[src/hdl/sfr_bank0_pkg.sv]
// constants for the bank 0 special-function register map
package sfr_bank0_pkg;

    // ----------------------------------------------------------------
    // bus and address map
    // ----------------------------------------------------------------
    localparam int ADDR_W = 8;
    localparam int DATA_W = 8;
    localparam int NUM_SLOTS = 32;
    localparam logic [7:0] PC_LOW_ADDR = 8'h02;
    localparam logic [7:0] PORT_D_ADDR = 8'h08;
    localparam logic [7:0] PORT_E_ADDR = 8'h09;
    localparam logic [7:0] PC_UPPER_ADDR = 8'h0a;
    localparam logic [7:0] INT_CTRL_ADDR = 8'h0b;
    localparam logic [7:0] IRQ_FLAGS1_ADDR = 8'h0c;
    localparam logic [7:0] IRQ_FLAGS2_ADDR = 8'h0d;
    localparam logic [7:0] T1_LOW_ADDR = 8'h0e;
    localparam logic [7:0] T1_HIGH_ADDR = 8'h0f;
    localparam logic [7:0] T1_CTRL_ADDR = 8'h10;
    localparam logic [7:0] T2_COUNT_ADDR = 8'h11;
    localparam logic [7:0] T2_CTRL_ADDR = 8'h12;
    localparam logic [7:0] SER_BUF_ADDR = 8'h13;
    localparam logic [7:0] SER_CTRL_ADDR = 8'h14;
    localparam logic [7:0] CAP1_LOW_ADDR = 8'h15;
    localparam logic [7:0] CAP1_HIGH_ADDR = 8'h16;
    localparam logic [7:0] CAP1_CTRL_ADDR = 8'h17;
    localparam logic [7:0] UART_STAT_ADDR = 8'h18;
    localparam logic [7:0] UART_TX_ADDR = 8'h19;
    localparam logic [7:0] UART_RX_ADDR = 8'h1a;
    localparam logic [7:0] CAP2_LOW_ADDR = 8'h1b;
    localparam logic [7:0] CAP2_HIGH_ADDR = 8'h1c;
    localparam logic [7:0] CAP2_CTRL_ADDR = 8'h1d;
    localparam logic [7:0] ADC_HIGH_ADDR = 8'h1e;
    localparam logic [7:0] ADC_CTRL_ADDR = 8'h1f;
    localparam logic [7:0] SLAVE_ADDR_ADDR = 8'h93;
    localparam logic [7:0] EVT_STATUS_ADDR = 8'h7d;
    localparam logic [7:0] EVT_ENABLE_ADDR = 8'h7e;
    localparam logic [7:0] EVT_CLEAR_ADDR = 8'h7f;

    // ----------------------------------------------------------------
    // field layout and reset values
    // ----------------------------------------------------------------
    localparam int PORT_CHANGE_BIT = 0;
    localparam logic [3:0] MASK_MODE = 4'h9;
    localparam logic [7:0] SLAVE_ADDR_RESET = 8'h00;
    localparam logic [7:0] ADDR_MASK_RESET = 8'hff;
    localparam logic [7:0] ZERO_BYTE = 8'h00;
    localparam int EVT_W = 4;
    localparam int EVT_PORT_CHANGE = 0;
    localparam int EVT_RX_LOADED = 1;
    localparam int EVT_ADC_LOADED = 2;
    localparam int EVT_CAP2_LOADED = 3;
    localparam int PORT_E_ANALOG_LSB = 5;

    // implemented bits per slot, zero where nothing is there
    localparam logic [7:0] IMPL_MASK [0:31] = '{
        8'h00, 8'h00, 8'hff, 8'h00, 8'h00, 8'h00, 8'h00, 8'h00,
        8'hff, 8'h0f, 8'h1f, 8'hff, 8'h7f, 8'hfd, 8'hff, 8'hff,
        8'hff, 8'hff, 8'h7f, 8'hff, 8'hff, 8'hff, 8'hff, 8'hff,
        8'hff, 8'hff, 8'hff, 8'hff, 8'hff, 8'h3f, 8'hff, 8'hff};
    // slots that hold their value through a warm reset
    localparam logic [31:0] KEEP_WARM = 32'h5868_c300;
    // slots that software may write
    localparam logic [31:0] SW_WRITABLE = 32'hbbff_ff04;

endpackage

[src/hdl/sfr_byte_reg.sv]
// one special-function byte with cold and warm reset behaviour
`timescale 1ns/1ps
module sfr_byte_reg #(
    parameter logic [7:0] MASK = 8'hff,
    parameter bit KEEP = 1'b0
) (
    // clock and reset
    input wire logic clk,
    input wire logic sys_rst,
    input wire logic cold_reset,
    // software write
    input wire logic sw_wr,
    input wire logic [7:0] sw_data,
    // hardware load, wins over software
    input wire logic hw_ld,
    input wire logic [7:0] hw_data,
    // contents
    output logic [7:0] q
);
    // ----------------------------------------------------------------
    // storage
    // ----------------------------------------------------------------
    logic clear_now;
    assign clear_now = cold_reset || !KEEP;

    // warm reset holds kept bytes, cold reset always clears
    always_ff @(posedge clk) begin
        if (sys_rst) begin
            if (clear_now) begin
                q <= 8'h00;
            end
        end else if (hw_ld) begin
            q <= hw_data & MASK;
        end else if (sw_wr) begin
            q <= sw_data & MASK;
        end
    end
endmodule

[src/hdl/sfr_bank0.sv]
// bank 0 special-function register file with reset-type aware storage
//
// How it works
// - unimplemented bits and slots read zero, ignore writes
// - warm reset keeps port data latches
// - any reset clears port-change flag, mismatch sets it again
// - mode 1001 redirects slave-address access to mask
// - analog-selected port pins read zero
// - uart receive holding clears on every reset
// - capture 2 low byte kept on warm reset
// - converter result high kept on warm reset
// - timer 1 low byte own register, warm kept
// - timer 1 high byte own register, warm kept
// - program counter low clears on every reset
`timescale 1ns/1ps
module sfr_bank0 (
    // clock and reset
    input wire logic clk,
    input wire logic sys_rst,
    input wire logic cold_reset,
    // register port
    input wire logic [7:0] addr,
    input wire logic [7:0] wr_data,
    input wire logic wr_en,
    input wire logic rd_en,
    output logic [7:0] rd_data,
    // port pins
    input wire logic [7:0] port_d_pin,
    input wire logic [3:0] port_e_pin,
    input wire logic [7:0] analog_select_low,
    input wire logic [5:0] analog_select_high,
    output logic [7:0] port_d_latch,
    output logic [3:0] port_e_latch,
    // peripheral side
    input wire logic port_mismatch,
    input wire logic rx_valid,
    input wire logic [7:0] rx_data,
    input wire logic adc_done,
    input wire logic [7:0] adc_result,
    input wire logic cap2_load,
    input wire logic [7:0] cap2_value,
    output logic tx_load,
    output logic [7:0] tx_data,
    // interrupt
    output logic irq
);
    // ----------------------------------------------------------------
    // pin synchronisers
    // ----------------------------------------------------------------
    logic [7:0] port_d_meta_q;
    logic [7:0] port_d_sync_q;
    logic [3:0] port_e_meta_q;
    logic [3:0] port_e_sync_q;

    // two flops per pin, the first read only by the second
    always_ff @(posedge clk) begin
        port_d_meta_q <= port_d_pin;
        port_d_sync_q <= port_d_meta_q;
        port_e_meta_q <= port_e_pin;
        port_e_sync_q <= port_e_meta_q;
    end

    // ----------------------------------------------------------------
    // address decode
    // ----------------------------------------------------------------
    logic [7:0] reg_q [0:31];
    logic [31:0] hw_ld;
    logic [7:0] hw_data [0:31];
    logic in_bank0;
    logic slave_hit;
    logic mask_mode;
    logic status_hit;
    logic enable_hit;
    logic clear_hit;

    assign in_bank0 = (addr[7:5] == 3'b000);
    assign slave_hit = (addr == sfr_bank0_pkg::SLAVE_ADDR_ADDR);
    assign mask_mode = (reg_q[5'h14][3:0] == sfr_bank0_pkg::MASK_MODE);
    assign status_hit = (addr == sfr_bank0_pkg::EVT_STATUS_ADDR);
    assign enable_hit = (addr == sfr_bank0_pkg::EVT_ENABLE_ADDR);
    assign clear_hit = (addr == sfr_bank0_pkg::EVT_CLEAR_ADDR);

    // ----------------------------------------------------------------
    // hardware loads
    // ----------------------------------------------------------------
    logic int_wr;
    logic [7:0] int_base;

    // flag set by mismatch wins over a write clearing it
    assign int_wr = wr_en && (addr == sfr_bank0_pkg::INT_CTRL_ADDR);
    assign int_base = int_wr ? wr_data : reg_q[5'h0b];

    always_comb begin
        hw_ld = 32'h0000_0000;
        for (int k = 0; k < 32; k++) begin
            hw_data[k] = 8'h00;
        end
        hw_ld[5'h0b] = port_mismatch;
        hw_data[5'h0b] = int_base | (8'h01 << sfr_bank0_pkg::PORT_CHANGE_BIT);
        hw_ld[5'h1a] = rx_valid;
        hw_data[5'h1a] = rx_data;
        hw_ld[5'h1e] = adc_done;
        hw_data[5'h1e] = adc_result;
        hw_ld[5'h1b] = cap2_load;
        hw_data[5'h1b] = cap2_value;
    end

    // ----------------------------------------------------------------
    // register slots
    // ----------------------------------------------------------------
    genvar g;
    generate
        for (g = 0; g < 32; g++) begin : slot
            if (sfr_bank0_pkg::IMPL_MASK[g] != 8'h00) begin : impl
                logic sw_wr;
                assign sw_wr = wr_en && in_bank0 && (addr[4:0] == 5'(g)) &&
                               sfr_bank0_pkg::SW_WRITABLE[g];
                sfr_byte_reg #(
                    .MASK(sfr_bank0_pkg::IMPL_MASK[g]),
                    .KEEP(sfr_bank0_pkg::KEEP_WARM[g])
                ) u_reg (
                    .clk(clk),
                    .sys_rst(sys_rst),
                    .cold_reset(cold_reset),
                    .sw_wr(sw_wr),
                    .sw_data(wr_data),
                    .hw_ld(hw_ld[g]),
                    .hw_data(hw_data[g]),
                    .q(reg_q[g])
                );
            end else begin : empty
                assign reg_q[g] = 8'h00;
            end
        end
    endgenerate

    // ----------------------------------------------------------------
    // serial slave address and its mask
    // ----------------------------------------------------------------
    logic [7:0] slave_addr_q;
    logic [7:0] addr_mask_q;
    logic slave_wr;
    logic mask_wr;

    // mode 1001 steers the shared location to the mask
    assign slave_wr = wr_en && slave_hit && !mask_mode;
    assign mask_wr = wr_en && slave_hit && mask_mode;

    always_ff @(posedge clk) begin
        if (sys_rst) begin
            slave_addr_q <= sfr_bank0_pkg::SLAVE_ADDR_RESET;
            addr_mask_q <= sfr_bank0_pkg::ADDR_MASK_RESET;
        end else begin
            if (slave_wr) begin
                slave_addr_q <= wr_data;
            end
            if (mask_wr) begin
                addr_mask_q <= wr_data;
            end
        end
    end

    // ----------------------------------------------------------------
    // event status, enable and interrupt
    // ----------------------------------------------------------------
    logic [3:0] evt_status_q;
    logic [3:0] evt_status_d;
    logic [3:0] evt_enable_q;
    logic [3:0] evt_set;
    logic [3:0] evt_clr;

    assign evt_set = {cap2_load, adc_done, rx_valid, port_mismatch};
    assign evt_clr = (wr_en && clear_hit) ? wr_data[3:0] : 4'h0;
    // set wins over clear in the same cycle
    assign evt_status_d = (evt_status_q & ~evt_clr) | evt_set;

    always_ff @(posedge clk) begin
        if (sys_rst) begin
            evt_status_q <= 4'h0;
            evt_enable_q <= 4'h0;
            irq <= 1'b0;
        end else begin
            evt_status_q <= evt_status_d;
            if (wr_en && enable_hit) begin
                evt_enable_q <= wr_data[3:0];
            end
            irq <= |(evt_status_d & ((wr_en && enable_hit) ? wr_data[3:0] : evt_enable_q));
        end
    end

    // ----------------------------------------------------------------
    // read path
    // ----------------------------------------------------------------
    logic [3:0] port_e_analog;
    logic [7:0] port_d_view;
    logic [7:0] port_e_view;
    logic [7:0] bank0_view;
    logic [7:0] rd_value;

    // analog pins read zero, port d carries no analog function
    assign port_e_analog = {1'b0, analog_select_low[sfr_bank0_pkg::PORT_E_ANALOG_LSB +: 3]};
    assign port_d_view = port_d_sync_q;
    assign port_e_view = {4'h0, port_e_sync_q & ~port_e_analog};
    // pins read instead of latches, the write-only slot reads zero
    assign bank0_view = (addr[4:0] == 5'h08) ? port_d_view :
                        (addr[4:0] == 5'h09) ? port_e_view :
                        (addr[4:0] == 5'h19) ? 8'h00 : reg_q[addr[4:0]];
    assign rd_value = in_bank0 ? bank0_view :
                      slave_hit ? (mask_mode ? addr_mask_q : slave_addr_q) :
                      status_hit ? {4'h0, evt_status_q} :
                      enable_hit ? {4'h0, evt_enable_q} : 8'h00;

    // data stand one cycle after the strobe, zero otherwise
    always_ff @(posedge clk) begin
        if (sys_rst) begin
            rd_data <= 8'h00;
        end else begin
            rd_data <= rd_en ? rd_value : 8'h00;
        end
    end

    // ----------------------------------------------------------------
    // transmit strobe and latch outputs
    // ----------------------------------------------------------------
    always_ff @(posedge clk) begin
        if (sys_rst) begin
            tx_load <= 1'b0;
        end else begin
            tx_load <= wr_en && (addr == sfr_bank0_pkg::UART_TX_ADDR);
        end
    end

    assign tx_data = reg_q[5'h19];
    assign port_d_latch = reg_q[5'h08];
    assign port_e_latch = reg_q[5'h09][3:0];

    // ----------------------------------------------------------------
    // assertions
    // ----------------------------------------------------------------
    a_unimpl_read_zero: assert property (@(posedge clk) disable iff (sys_rst)
        rd_en && (addr == 8'h05 || addr == 8'h40) |=> rd_data == 8'h00)
        else $error("unimplemented slot read non-zero");

    a_unimpl_bits_zero: assert property (@(posedge clk) disable iff (sys_rst)
        wr_en && addr == sfr_bank0_pkg::PC_UPPER_ADDR |=> reg_q[5'h0a][7:5] == 3'b000)
        else $error("unimplemented bits took a write");

    a_port_latch_kept: assert property (@(posedge clk)
        sys_rst && !cold_reset |=> port_d_latch == $past(port_d_latch))
        else $error("port latch changed on warm reset");

    a_port_e_kept: assert property (@(posedge clk)
        sys_rst && !cold_reset |=> port_e_latch == $past(port_e_latch))
        else $error("port e latch changed on warm reset");

    a_flag_reset_clear: assert property (@(posedge clk)
        sys_rst |=> reg_q[5'h0b][0] == 1'b0)
        else $error("port-change flag survived reset");

    // the release edge still samples reset high, so it must not arm the check
    a_flag_sets_again: assert property (@(posedge clk) disable iff (sys_rst)
        port_mismatch && !sys_rst |=> reg_q[5'h0b][0] && evt_status_q[0])
        else $error("port-change flag did not set on mismatch");

    a_mask_redirect: assert property (@(posedge clk) disable iff (sys_rst)
        wr_en && slave_hit && mask_mode |=> addr_mask_q == $past(wr_data) &&
        slave_addr_q == $past(slave_addr_q))
        else $error("masked mode write missed the mask");

    a_slave_write_plain: assert property (@(posedge clk) disable iff (sys_rst)
        wr_en && slave_hit && !mask_mode |=> slave_addr_q == $past(wr_data) &&
        addr_mask_q == $past(addr_mask_q))
        else $error("plain mode write missed the slave address");

    a_mask_read_view: assert property (@(posedge clk) disable iff (sys_rst)
        rd_en && slave_hit && mask_mode |=> rd_data == $past(addr_mask_q))
        else $error("masked mode read missed the mask");

    a_analog_read_zero: assert property (@(posedge clk) disable iff (sys_rst)
        rd_en && addr == 8'h09 && analog_select_low[5] |=> rd_data[0] == 1'b0)
        else $error("analog pin read non-zero");

    a_rx_reset_zero: assert property (@(posedge clk)
        sys_rst |=> reg_q[5'h1a] == 8'h00)
        else $error("receive holding not cleared by reset");

    a_cap2_warm_kept: assert property (@(posedge clk)
        sys_rst && !cold_reset |=> reg_q[5'h1b] == $past(reg_q[5'h1b]))
        else $error("capture 2 low changed on warm reset");

    a_result_warm_kept: assert property (@(posedge clk)
        sys_rst && !cold_reset |=> reg_q[5'h1e] == $past(reg_q[5'h1e]))
        else $error("converter result changed on warm reset");

    a_t1_low_kept: assert property (@(posedge clk)
        sys_rst && !cold_reset |=> reg_q[5'h0e] == $past(reg_q[5'h0e]))
        else $error("timer 1 low changed on warm reset");

    a_t1_high_kept: assert property (@(posedge clk)
        sys_rst && !cold_reset |=> reg_q[5'h0f] == $past(reg_q[5'h0f]))
        else $error("timer 1 high changed on warm reset");

    a_pc_low_clear: assert property (@(posedge clk)
        sys_rst |=> reg_q[5'h02] == 8'h00)
        else $error("program counter low not cleared");

    a_cold_clears_kept: assert property (@(posedge clk)
        sys_rst && cold_reset |=> reg_q[5'h0e] == 8'h00 && reg_q[5'h08] == 8'h00)
        else $error("cold reset left a kept byte");

    a_warm_clears_plain: assert property (@(posedge clk)
        sys_rst && !cold_reset |=> reg_q[5'h0d] == 8'h00 && reg_q[5'h14] == 8'h00)
        else $error("warm reset left a cleared byte");

    a_decode_readback: assert property (@(posedge clk) disable iff (sys_rst)
        wr_en && addr == 8'h10 ##2 rd_en && addr == 8'h10 |=> rd_data == $past(wr_data, 3))
        else $error("written register read back wrong");

    a_rd_idle_zero: assert property (@(posedge clk) disable iff (sys_rst)
        !rd_en |=> rd_data == 8'h00)
        else $error("read data stood without a read");

    a_tx_load_pulse: assert property (@(posedge clk) disable iff (sys_rst)
        wr_en && addr == sfr_bank0_pkg::UART_TX_ADDR |=> tx_load && tx_data == $past(wr_data))
        else $error("transmit write gave no load pulse");

    a_tx_load_idle: assert property (@(posedge clk) disable iff (sys_rst)
        !(wr_en && addr == sfr_bank0_pkg::UART_TX_ADDR) |=> !tx_load)
        else $error("load pulse without a transmit write");

    a_rx_load_value: assert property (@(posedge clk) disable iff (sys_rst)
        rx_valid && !sys_rst |=> reg_q[5'h1a] == $past(rx_data))
        else $error("receive byte not loaded");

    a_irq_level: assert property (@(posedge clk) disable iff (sys_rst)
        irq == |(evt_status_q & evt_enable_q))
        else $error("interrupt level disagrees with status and enable");

    c_mask_write: cover property (@(posedge clk) disable iff (sys_rst) mask_wr);
    c_irq_rise: cover property (@(posedge clk) disable iff (sys_rst) $rose(irq));
    c_warm_reset: cover property (@(posedge clk) sys_rst && !cold_reset);
    c_set_and_clear: cover property (@(posedge clk) disable iff (sys_rst)
        port_mismatch && wr_en && clear_hit && wr_data[0]);
endmodule

[config.mk]
export PLATFORM = sky130hd
export DESIGN_NAME = sfr_bank0
export DESIGN_NICKNAME = d
export VERILOG_FILES = /design/src/hdl/sfr_bank0_pkg.sv /design/src/hdl/sfr_byte_reg.sv /design/src/hdl/sfr_bank0.sv
export SDC_FILE = /design/constraint.sdc
export NUM_CORES = 1
export LEC_CHECK = 0
export BUFFER_PORTS_ARGS = -buffer_cell sky130_fd_sc_hd__buf_4
export CAP_MARGIN = 0
export CORE_MARGIN = 3
export CORE_UTILIZATION = 46
export DETAILED_ROUTE_END_ITERATION = 8
export GPL_ROUTABILITY_DRIVEN = 0
export PLACE_DENSITY_LB_ADDON = 0.25
export SETUP_SLACK_MARGIN = 0.02
export SYNTH_ARGS = -nofsm -noshare
export SYNTH_HDL_FRONTEND = slang
export SYNTH_SLANG_ARGS = --single-unit
[constraint.sdc]
create_clock -name clk -period 2.2 [get_ports clk]
set_input_delay 0.33 -clock clk [delete_from_list [all_inputs] [get_ports clk]]
set_output_delay 0.33 -clock clk [all_outputs]
set_load 0.01 [all_outputs]
==> results of run 1 <==
layout make-up:
class | instances | area (sq um)
Timing Repair Buffer | 200 | 1630
Tap cell | 285 | 357
Multi-Input combinational cell | 592 | 4390
Inverter | 19 | 71.3
Clock buffer | 40 | 816
Sequential cell | 246 | 5690
Clock inverter | 8 | 46.3
Fill cell | 1893 | 9710
state kept, by name (all words and copies together) (netlist names), 4 cells and up:
name,flops
port_e_meta_q,4
rd_data,8
evt_enable_q,4
port_d_meta_q,8
port_d_sync_q,8
port_e_sync_q,4
addr_mask_q,8
slave_addr_q,8
slot.impl.u_reg.q,188
evt_status_q,4
cell usage in the layout (no fill, tap or decap), types with 8 or more instances in the layout:
cell type,Yosys,routed
mux4_2,26,26
nand2_1,31,31
dfxtp_1,170,170
clkbuf_16,0,28
buf_4,25,180
nor2_1,167,167
nand4_1,9,9
a21oi_1,30,30
a22oi_1,9,9
nand3_1,23,23
inv_1,16,16
mux2i_1,150,150
dlygate4sd3_1,0,12
a211o_1,9,9
nor2b_1,15,15
buf_12,0,8
o21ai_0,18,14
edfxtp_1,76,76
worst max path at each step:
| stage | from | depth (start not counted) | endpoint | slack (ns) |
|---|---|---|---|---|
| after CTS | slot[20].impl.u_reg.q[1] | 5 | addr_mask_q[0] | 0.29 |
| after global placement | addr[0] | 7 | slot[25].impl.u_reg.q[7] | -0.01 |
| after global routing | slot[20].impl.u_reg.q[3] | 5 | addr_mask_q[0] | 0.19 |
| after detailed placement | addr[0] | 7 | slot[25].impl.u_reg.q[1] | -0.06 |
| final | slot[27].impl.u_reg.q[6] | 4 | rd_data[6] | 0.28 |
| after floorplan | addr[0] | 7 | slot[15].impl.u_reg.q[0] | 0.02 |
layer usage:
layer  share of wire, %  routed length (microns)  vias up  global-route usage (%)
li1                   -                        -     3676                       -
met4                2.9                      901        0                    7.29
met2                 46                    14300      387                    38.4
met3                7.7                     2390       63                    3.80
met1                 44                    13600     3903                    35.4
met5                  0                        0        -                       0
cell families after synthesis:
logic type | count (synthesis) | synth area share [%]
and+or+nand+nor | 290 | 13.0
DFF | 246 | 53.4
AOI/OAI and AO/OA | 123 | 8.04
buffers and inverters | 114 | 5.57
muxes | 179 | 20.0
worst min-delay path, stage by stage:
cell	delay (ns)
buf_4	0.08
mux2i_1	0.05
nor2_1	0.07
per-stage QoR:
step	util, %	std cells	worst slack, ns	hold slack [ns]	setup TNS, ns
floorplan	-	952	0.0245	0.310	0
global placement	52.9	1330	-0.00959	0.311	-0.0491
detailed placement	52.9	1330	-0.0594	0.313	-0.404
CTS	57.3	1390	0.294	0.0259	0
global route	57.3	1390	0.190	0.0348	0
finish	57.3	1390	0.285	0.0346	0
where the power goes:
group	internal [W]	switching (W)	leakage (nW)
combinational	0.000393	0.000534	2.95
sequential	0.00484	0.0000590	2.06
clock	0.00255	0.00179	0.434
total	0.00779	0.00238	5.44
==> results by stage, run 1 <==
Power:
- Dividing total power by cell area gives a power density of 782 nW/um^2.
- The worst-case IR drop observed on VDD is 0.442 mV.
- The total power draw is 0.0102 W.
- The total leakage power is 5.44 nW.

Worst hold path:
- Along the worst hold path, the cell count comes to 3.
- The path class of the lowest-slack min-delay path is input pin to flip-flop.
- The worst hold path begins at rx_data[7].
- The worst hold path terminates at slot[26].impl.u_reg.q[7].

Clocking:
- The TritonCTS clock tree is done.
- Counting along the longest clock path gives a buffer depth of 3.
- The total clock buffers created by CTS is 26.
- After clock tree synthesis, the clock-pin slew on the worst setup and hold paths is 0.06 ns.
- In this run the number of H-tree levels came out at 1.
- The number of sinks on the clock net is 246.
- The post-cts hold buffer count is 12.
- The number of buffers inserted by post-CTS setup repair is 0.
- The latest clock arrival within the worst-skew pair is 0.53 ns.
- After clock tree synthesis, the repair step resized 0 gates.
- The buffer type at the clock tree root is clkbuf_16.

Synth:
- For this run, the number of Yosys warnings is 0.
- The cell taking the most area after synthesis is dfxtp_1.
- In this run, synthesis produced a sequential element count of 246.
- The average footprint of a synthesized cell is 11.2 sq um.
- In the post-synthesis netlist, the biggest area contributors are dfxtp_1 (32%), edfxtp_1 (21%), mux2i_1 (14%).
- The share of async-settable or async-resettable flops after synthesis is 0%.
- Ranked by instance count, the synthesized netlist is headed by dfxtp_1 (170), nor2_1 (167), mux2i_1 (150).
- After synthesis, the largest area contributor takes up 31.9% of total cell area.
- The number of flops mapped to enable cells by yosys is 76.
- The mapped netlist covers 10700 sq um.
- The primary flip-flop cell chosen by synthesis mapping is dfxtp_1.
- In the synthesized netlist, the number of instances is 952.
- In this run, distinct cell masters in the synthesized netlist total 68.
- The library cell with the highest instance count after synthesis is dfxtp_1.
- When the netlist entered floorplanning its net count stood at 1027.
- The part of the Yosys area used for sequential elements is 53.4%.

Global routing:
- The via count of the first global-routing pass is 7620.
- The initial antenna violation count is 0.
- The maximum number of pins on one net before global-route repair is 82.
- Global routing finished with a remaining overflow of 0.
- The first global-routing pass estimated 46100 microns of wire.
- In the global route stage, overall resource usage came out at 24.5%.

Placement:
- The standard cell area after detailed placement is 12000 sq um.
- Port buffering added 93 buffers.
- The wire-length estimate of the detail-placed layout is 21900 microns.

Critical path:
- The kind of cell adding the most delay to the critical path is multiplexers.
- STA classifies the critical path startpoint as a flip-flop.
- The maximum net fanout on the critical path is 1.
- In this run the critical register-to-register path is captured at rd_data[6].
- Data on the critical path is required at its endpoint by 2.62 ns.
- The origin of the critical flop-to-flop path is slot[27].impl.u_reg.q[6].
- The largest individual stage delay along the critical path comes from the cell mux4_2.
- The endpoint kind of the worst setup timing path is a flip-flop.
- The critical path is of the flip-flop to flip-flop type.
- The worst-case reg-to-reg path depth is 4.
- Setup slack on the worst reg-to-reg path comes out at 0.28 ns.
- At the worst endpoint, the arrival time is 2.34 ns.
- The most frequent cell on the critical path is mux4_2.
- Traced cell by cell, the critical path runs through mux4_2 -> mux4_2 -> nand2b_1 -> a32o_1.
- On the worst path, the slowest cell contributes a delay of 0.53 ns.
- The sum of buffers and inverters on the critical path is 0.

Route:
- Before antenna repair, the detailed router went through 5 iterations.
- The iteration-0 DRC count of the detailed router is 923.
- The routed wire length is 31200 microns.
- The total vias in the final route is 8029.
- The via count normalized by instance count is 5.78.
- In this run the remaining antenna-violating nets after routing total 0.
- The wire length per cell is 22.4 microns.
- The remaining routing DRC violations is 0.

STA:
- Across the routed clock network, the largest skew measured is 0.0178 ns.
- Setup repair after global routing left no endpoint under its margin.
- The hold violation total from the final report was 0.
- Headroom to the max-slew limit came out at 54.0%.
- The worst path uses 87.1% of the clock period.
- The routed design could run at a clock period as short as 1.92 ns.
- The max-slew violation count is 0.
- The number of setup violations in the final report is 0.
- For the pin with the worst max-slew slack, the measured transition is 0.688 ns.
- Timing would allow up to 522 MHz.

Cells and area:
- The number of antenna diodes is 0.
- The number of nets in the layout is 1160.
- The share of post-route cells with drive strength above 1 is 25.2%.
- The final design area excluding fillers is 13000 sq um.
- The area growth from synthesis to layout is 22.0%.

Status:
- The flow ran to the end, and the final reports show no timing, DRC or antenna violations.

Die:
- 105 I/O pins were placed.
- The number of standard-cell rows in the floorplan is 55.
- The floorplan step defined a die boundary enclosing 25000 sq um.
- From bottom edge to top edge, the die measures 158 microns.
- The starting density of the core is 46.9%.
- In this run the horizontal extent of the chip is 158 microns.
- The core region is 22700 sq um.

Flow run:
- Max-cap violations in this run came to 0.
No activity file was read; power rests on OpenSTA's default activity.
==> run 2: changes to the inputs <==
- CTS_BUF_LIST: not set -> sky130_fd_sc_hd__clkbuf_2 sky130_fd_sc_hd__clkbuf_4 sky130_fd_sc_hd__clkbuf_8
==> results by stage, run 2 (same netlist as run 1, synthesis figures left out) <==
Status:
- The flow ran to the end, and the final reports show no timing, DRC or antenna violations.

Critical path:
- The sort of element at the start of the critical path is a flip-flop.
- The biggest cell delay along the critical path came to 0.36 ns (-0.17 ns).
- The signal on the critical path passes through nor4bb_2 -> buf_4 -> or3b_1 -> buf_4 -> a211o_1.
- The data arrival time of the critical path was 2.32 ns (-0.02 ns).
- The critical path is of the flip-flop to flip-flop type.
- The largest individual stage delay along the critical path comes from the cell or3b_1.
- The endpoint kind of the worst setup timing path is a flip-flop.
- The required time reported for the critical path endpoint is 2.62 ns (about the same).
- Among the stages of the critical path, the cell type that occurs most often is buf_4.
- The worst-case reg-to-reg path depth came to 5 (+1).
- The maximum net fanout on the critical path came to 16 (+15).

Cells and area:
- The library cells used most frequently in the layout, excluding fill and tap cells, are buf_4 (180), dfxtp_1 (170), nor2_1 (167).
- The layout filler cell count came to 1912 (+1.0%).
- The share of post-route cells with drive strength above 1 is 27.4% (+2.2 points).
- The flip-flop count of the largest register after layout is 188 (unchanged).
- The number of nets in the layout is 1176 (+1.4%).
- Compared with the post-synthesis result, the final layout area differs by 22.4%.
- Leaving out fill and tap cells, the most frequent cell in the layout is buf_4.
- The sequential cell area was 5690 sq um (unchanged).
- The area of the multi-input gates is 4390 sq um (unchanged).
- More flip-flops sit in one register than any other, and that register is slot.impl.u_reg.q.
- The post-layout instance count excluding filler cells came to 1418 (+2.0%).
- The number of antenna diodes is 0 (unchanged).
- The final core utilization is 57.4% (+0.17 points).

Global routing:
- The maximum number of pins on one net before global-route repair was 82 (unchanged).
- The total congestion overflow is 0 (unchanged).
- The global router's overall resource usage was 24.8% (+0.24 points).
- The wire length of the first global-routing pass is 46300 microns (+0.30%).
- The via count of the first global-routing pass is 7751 (+1.7%).
- The initial antenna violation count is 0 (unchanged).

Power:
- The cell-internal power came to 0.00773 W (-0.67%).
- The power density normalized to cell area is 778 nW/um^2 (-0.51%).
- The power share of the sequential group is 48.3% (about the same).
- The part of the total power dissipated in the clock network was 42.6% (about the same).
- The share of total power in combinational logic is 9.1% (about the same).
- The switching portion of total power is 23.8% (+0.35 points).
- The power spent charging and discharging nets is 0.00241 W (+1.3%).
- The largest voltage drop on the vdd net is 0.594 mV (+34%).
- The total leakage power is 5.48 nW (+0.86%).

Route:
- The iteration-0 DRC count of the detailed router came to 976 (+5.7%).
- The count of nets left with antenna violations after detail routing came to 0 (unchanged).
- The count of TritonRoute iterations in the first routing pass is 7 (+2).
- The routed wire length is 31300 microns (+0.60%).
- The total vias in the final route is 8072 (+0.54%).
- The remaining routing DRC violations is 0 (unchanged).
- The wire length per cell is 22.1 microns (-1.4%).
- The via count normalized by instance count is 5.69 (-1.4%).

Clocking:
- The maximum buffer depth of the clock tree is 3 (unchanged).
- The buffer type at the clock tree root is clkbuf_8.
- The clock transition at the registers of the reported paths is 0.06 ns (about the same).
- The total clock buffers created by CTS is 42 (+62%).
- The latest clock arrival within the worst-skew pair was 0.54 ns (about the same).
- TritonCTS built the clock tree.
- The number of buffers inserted by post-CTS setup repair was 0 (unchanged).
- The number of sinks on the clock net came to 246 (unchanged).
- The H-tree depth reported by CTS is 2 (+1).

Die:
- The core outline area came to 22700 sq um (unchanged).
- The starting density of the core is 46.9% (unchanged).
- The I/O pin count came to 105 (unchanged).
- The number of standard-cell rows in the floorplan is 55 (unchanged).
- The floorplan die area is 25000 sq um (unchanged).
- The die width came to 158 microns (unchanged).
- The die height is 158 microns (unchanged).

Placement:
- The count of buffers from port buffering is 93 (unchanged).
- The count of placed standard cells including taps was 1330 (unchanged).
- The placed wire-length estimate after detailed placement came to 21900 microns (unchanged).

Flow run:
- The reported max-cap violation count came to 0 (unchanged).

STA:
- Setup repair after global routing left no endpoint under its margin.
- The time the worst path needs with I/O delays and setup is 1.90 ns (-0.0132 ns).
- The timing-limited maximum frequency is 526 MHz (+0.69%).
- The hold violation total from the final report came to 0 (unchanged).
- The number of setup violations in the final report is 0 (unchanged).
- The transition at the pin with the smallest max-transition slack was 0.721 ns (+0.0333 ns).
- The max-slew violation count is 0 (unchanged).
- The final-layout worst hold slack is 0.0331 ns (-0.00150 ns).
- The share of the clock period used by the worst path after layout was 86.5% (-0.60 points).
- The setup skew after layout came to 0.0227 ns (+0.00494 ns).
- The headroom to the max-slew limit is 51.7% (-2.2 points).

Worst hold path:
- The worst hold path cell count is 3 (unchanged).
- The path class of the lowest-slack min-delay path is input pin to flip-flop.
[run 2: cell count changes in the layout (fill, tap and decap cells not counted), sizes merged]
cell / previous run / this run
inv: 20 / 18
clkinvlp: 0 / 1
clkinv: 7 / 4
clkbuf: 40 / 72
[run 2: worst max-delay path, delay by kind of cell, from the launching register on]
kind                   cells  cell delay (ns)
AND/OR/NAND/NOR            2             0.66
buffers and inverters      2             0.48
flip-flops                 1             0.34
AO/OA/AOI/OAI              1             0.29
[run 2: timing repair]
item,4_1_cts,5_1_grt
hold buffers,12,0
endpoints found under the hold margin,12,0
resized for setup,0,0
[run 2: cell type report]
cell class / instances / share of cell area [%]
sequential: 246 / 43.6
multi-input combinational: 592 / 33.7
timing repair buffer: 200 / 12.5
clock buffer: 72 / 6.74
tap: 285 / 2.73
inverter: 19 / 0.547
clock inverter: 4 / 0.163
[run 2: path summary, 6_finish.rpt]
check | startpoint | to | slack [ns]
setup / recovery | slot[20].impl.u_reg.q[3] | addr_mask_q[5] | 0.30
hold / removal | port_mismatch | evt_status_q[0] | 0.03
hold reg to reg | port_e_meta_q[1] | port_e_sync_q[1] | 0.33
setup reg to reg | slot[20].impl.u_reg.q[3] | addr_mask_q[5] | 0.30
[run 2: through the flow]
stage	TNS [ns]	cell area, sq um	setup slack [ns]	total power (W)
after floorplan	0	10700	0.0245	0.00545
after global placement	-0.0491	12000	-0.00959	0.00588
after detailed placement	-0.404	12000	-0.0594	0.00589
after CTS	0	13000	0.294	0.0102
after global routing	0	13000	0.192	0.0105
final	0	13000	0.298	0.0101
[run 2: power groups by stage]
stage	Clock [W]	Sequential, W	Combinational, W
floorplan	0	0.00497	0.000486
global placement	0	0.00499	0.000887
detailed placement	0	0.00500	0.000895
CTS	0.00439	0.00490	0.000914
global route	0.00461	0.00491	0.000973
finish	0.00432	0.00490	0.000926
[run 2: layer usage]
| layer | track usage [%] | up-vias | wire [microns] |
|---|---|---|---|
| met5 | 0 | - | 0 |
| met4 | 8.07 | 0 | 886 |
| met3 | 4.73 | 58 | 2620 |
| met2 | 38.4 | 352 | 14300 |
| met1 | 35.1 | 3940 | 13500 |
| li1 | - | 3722 | - |
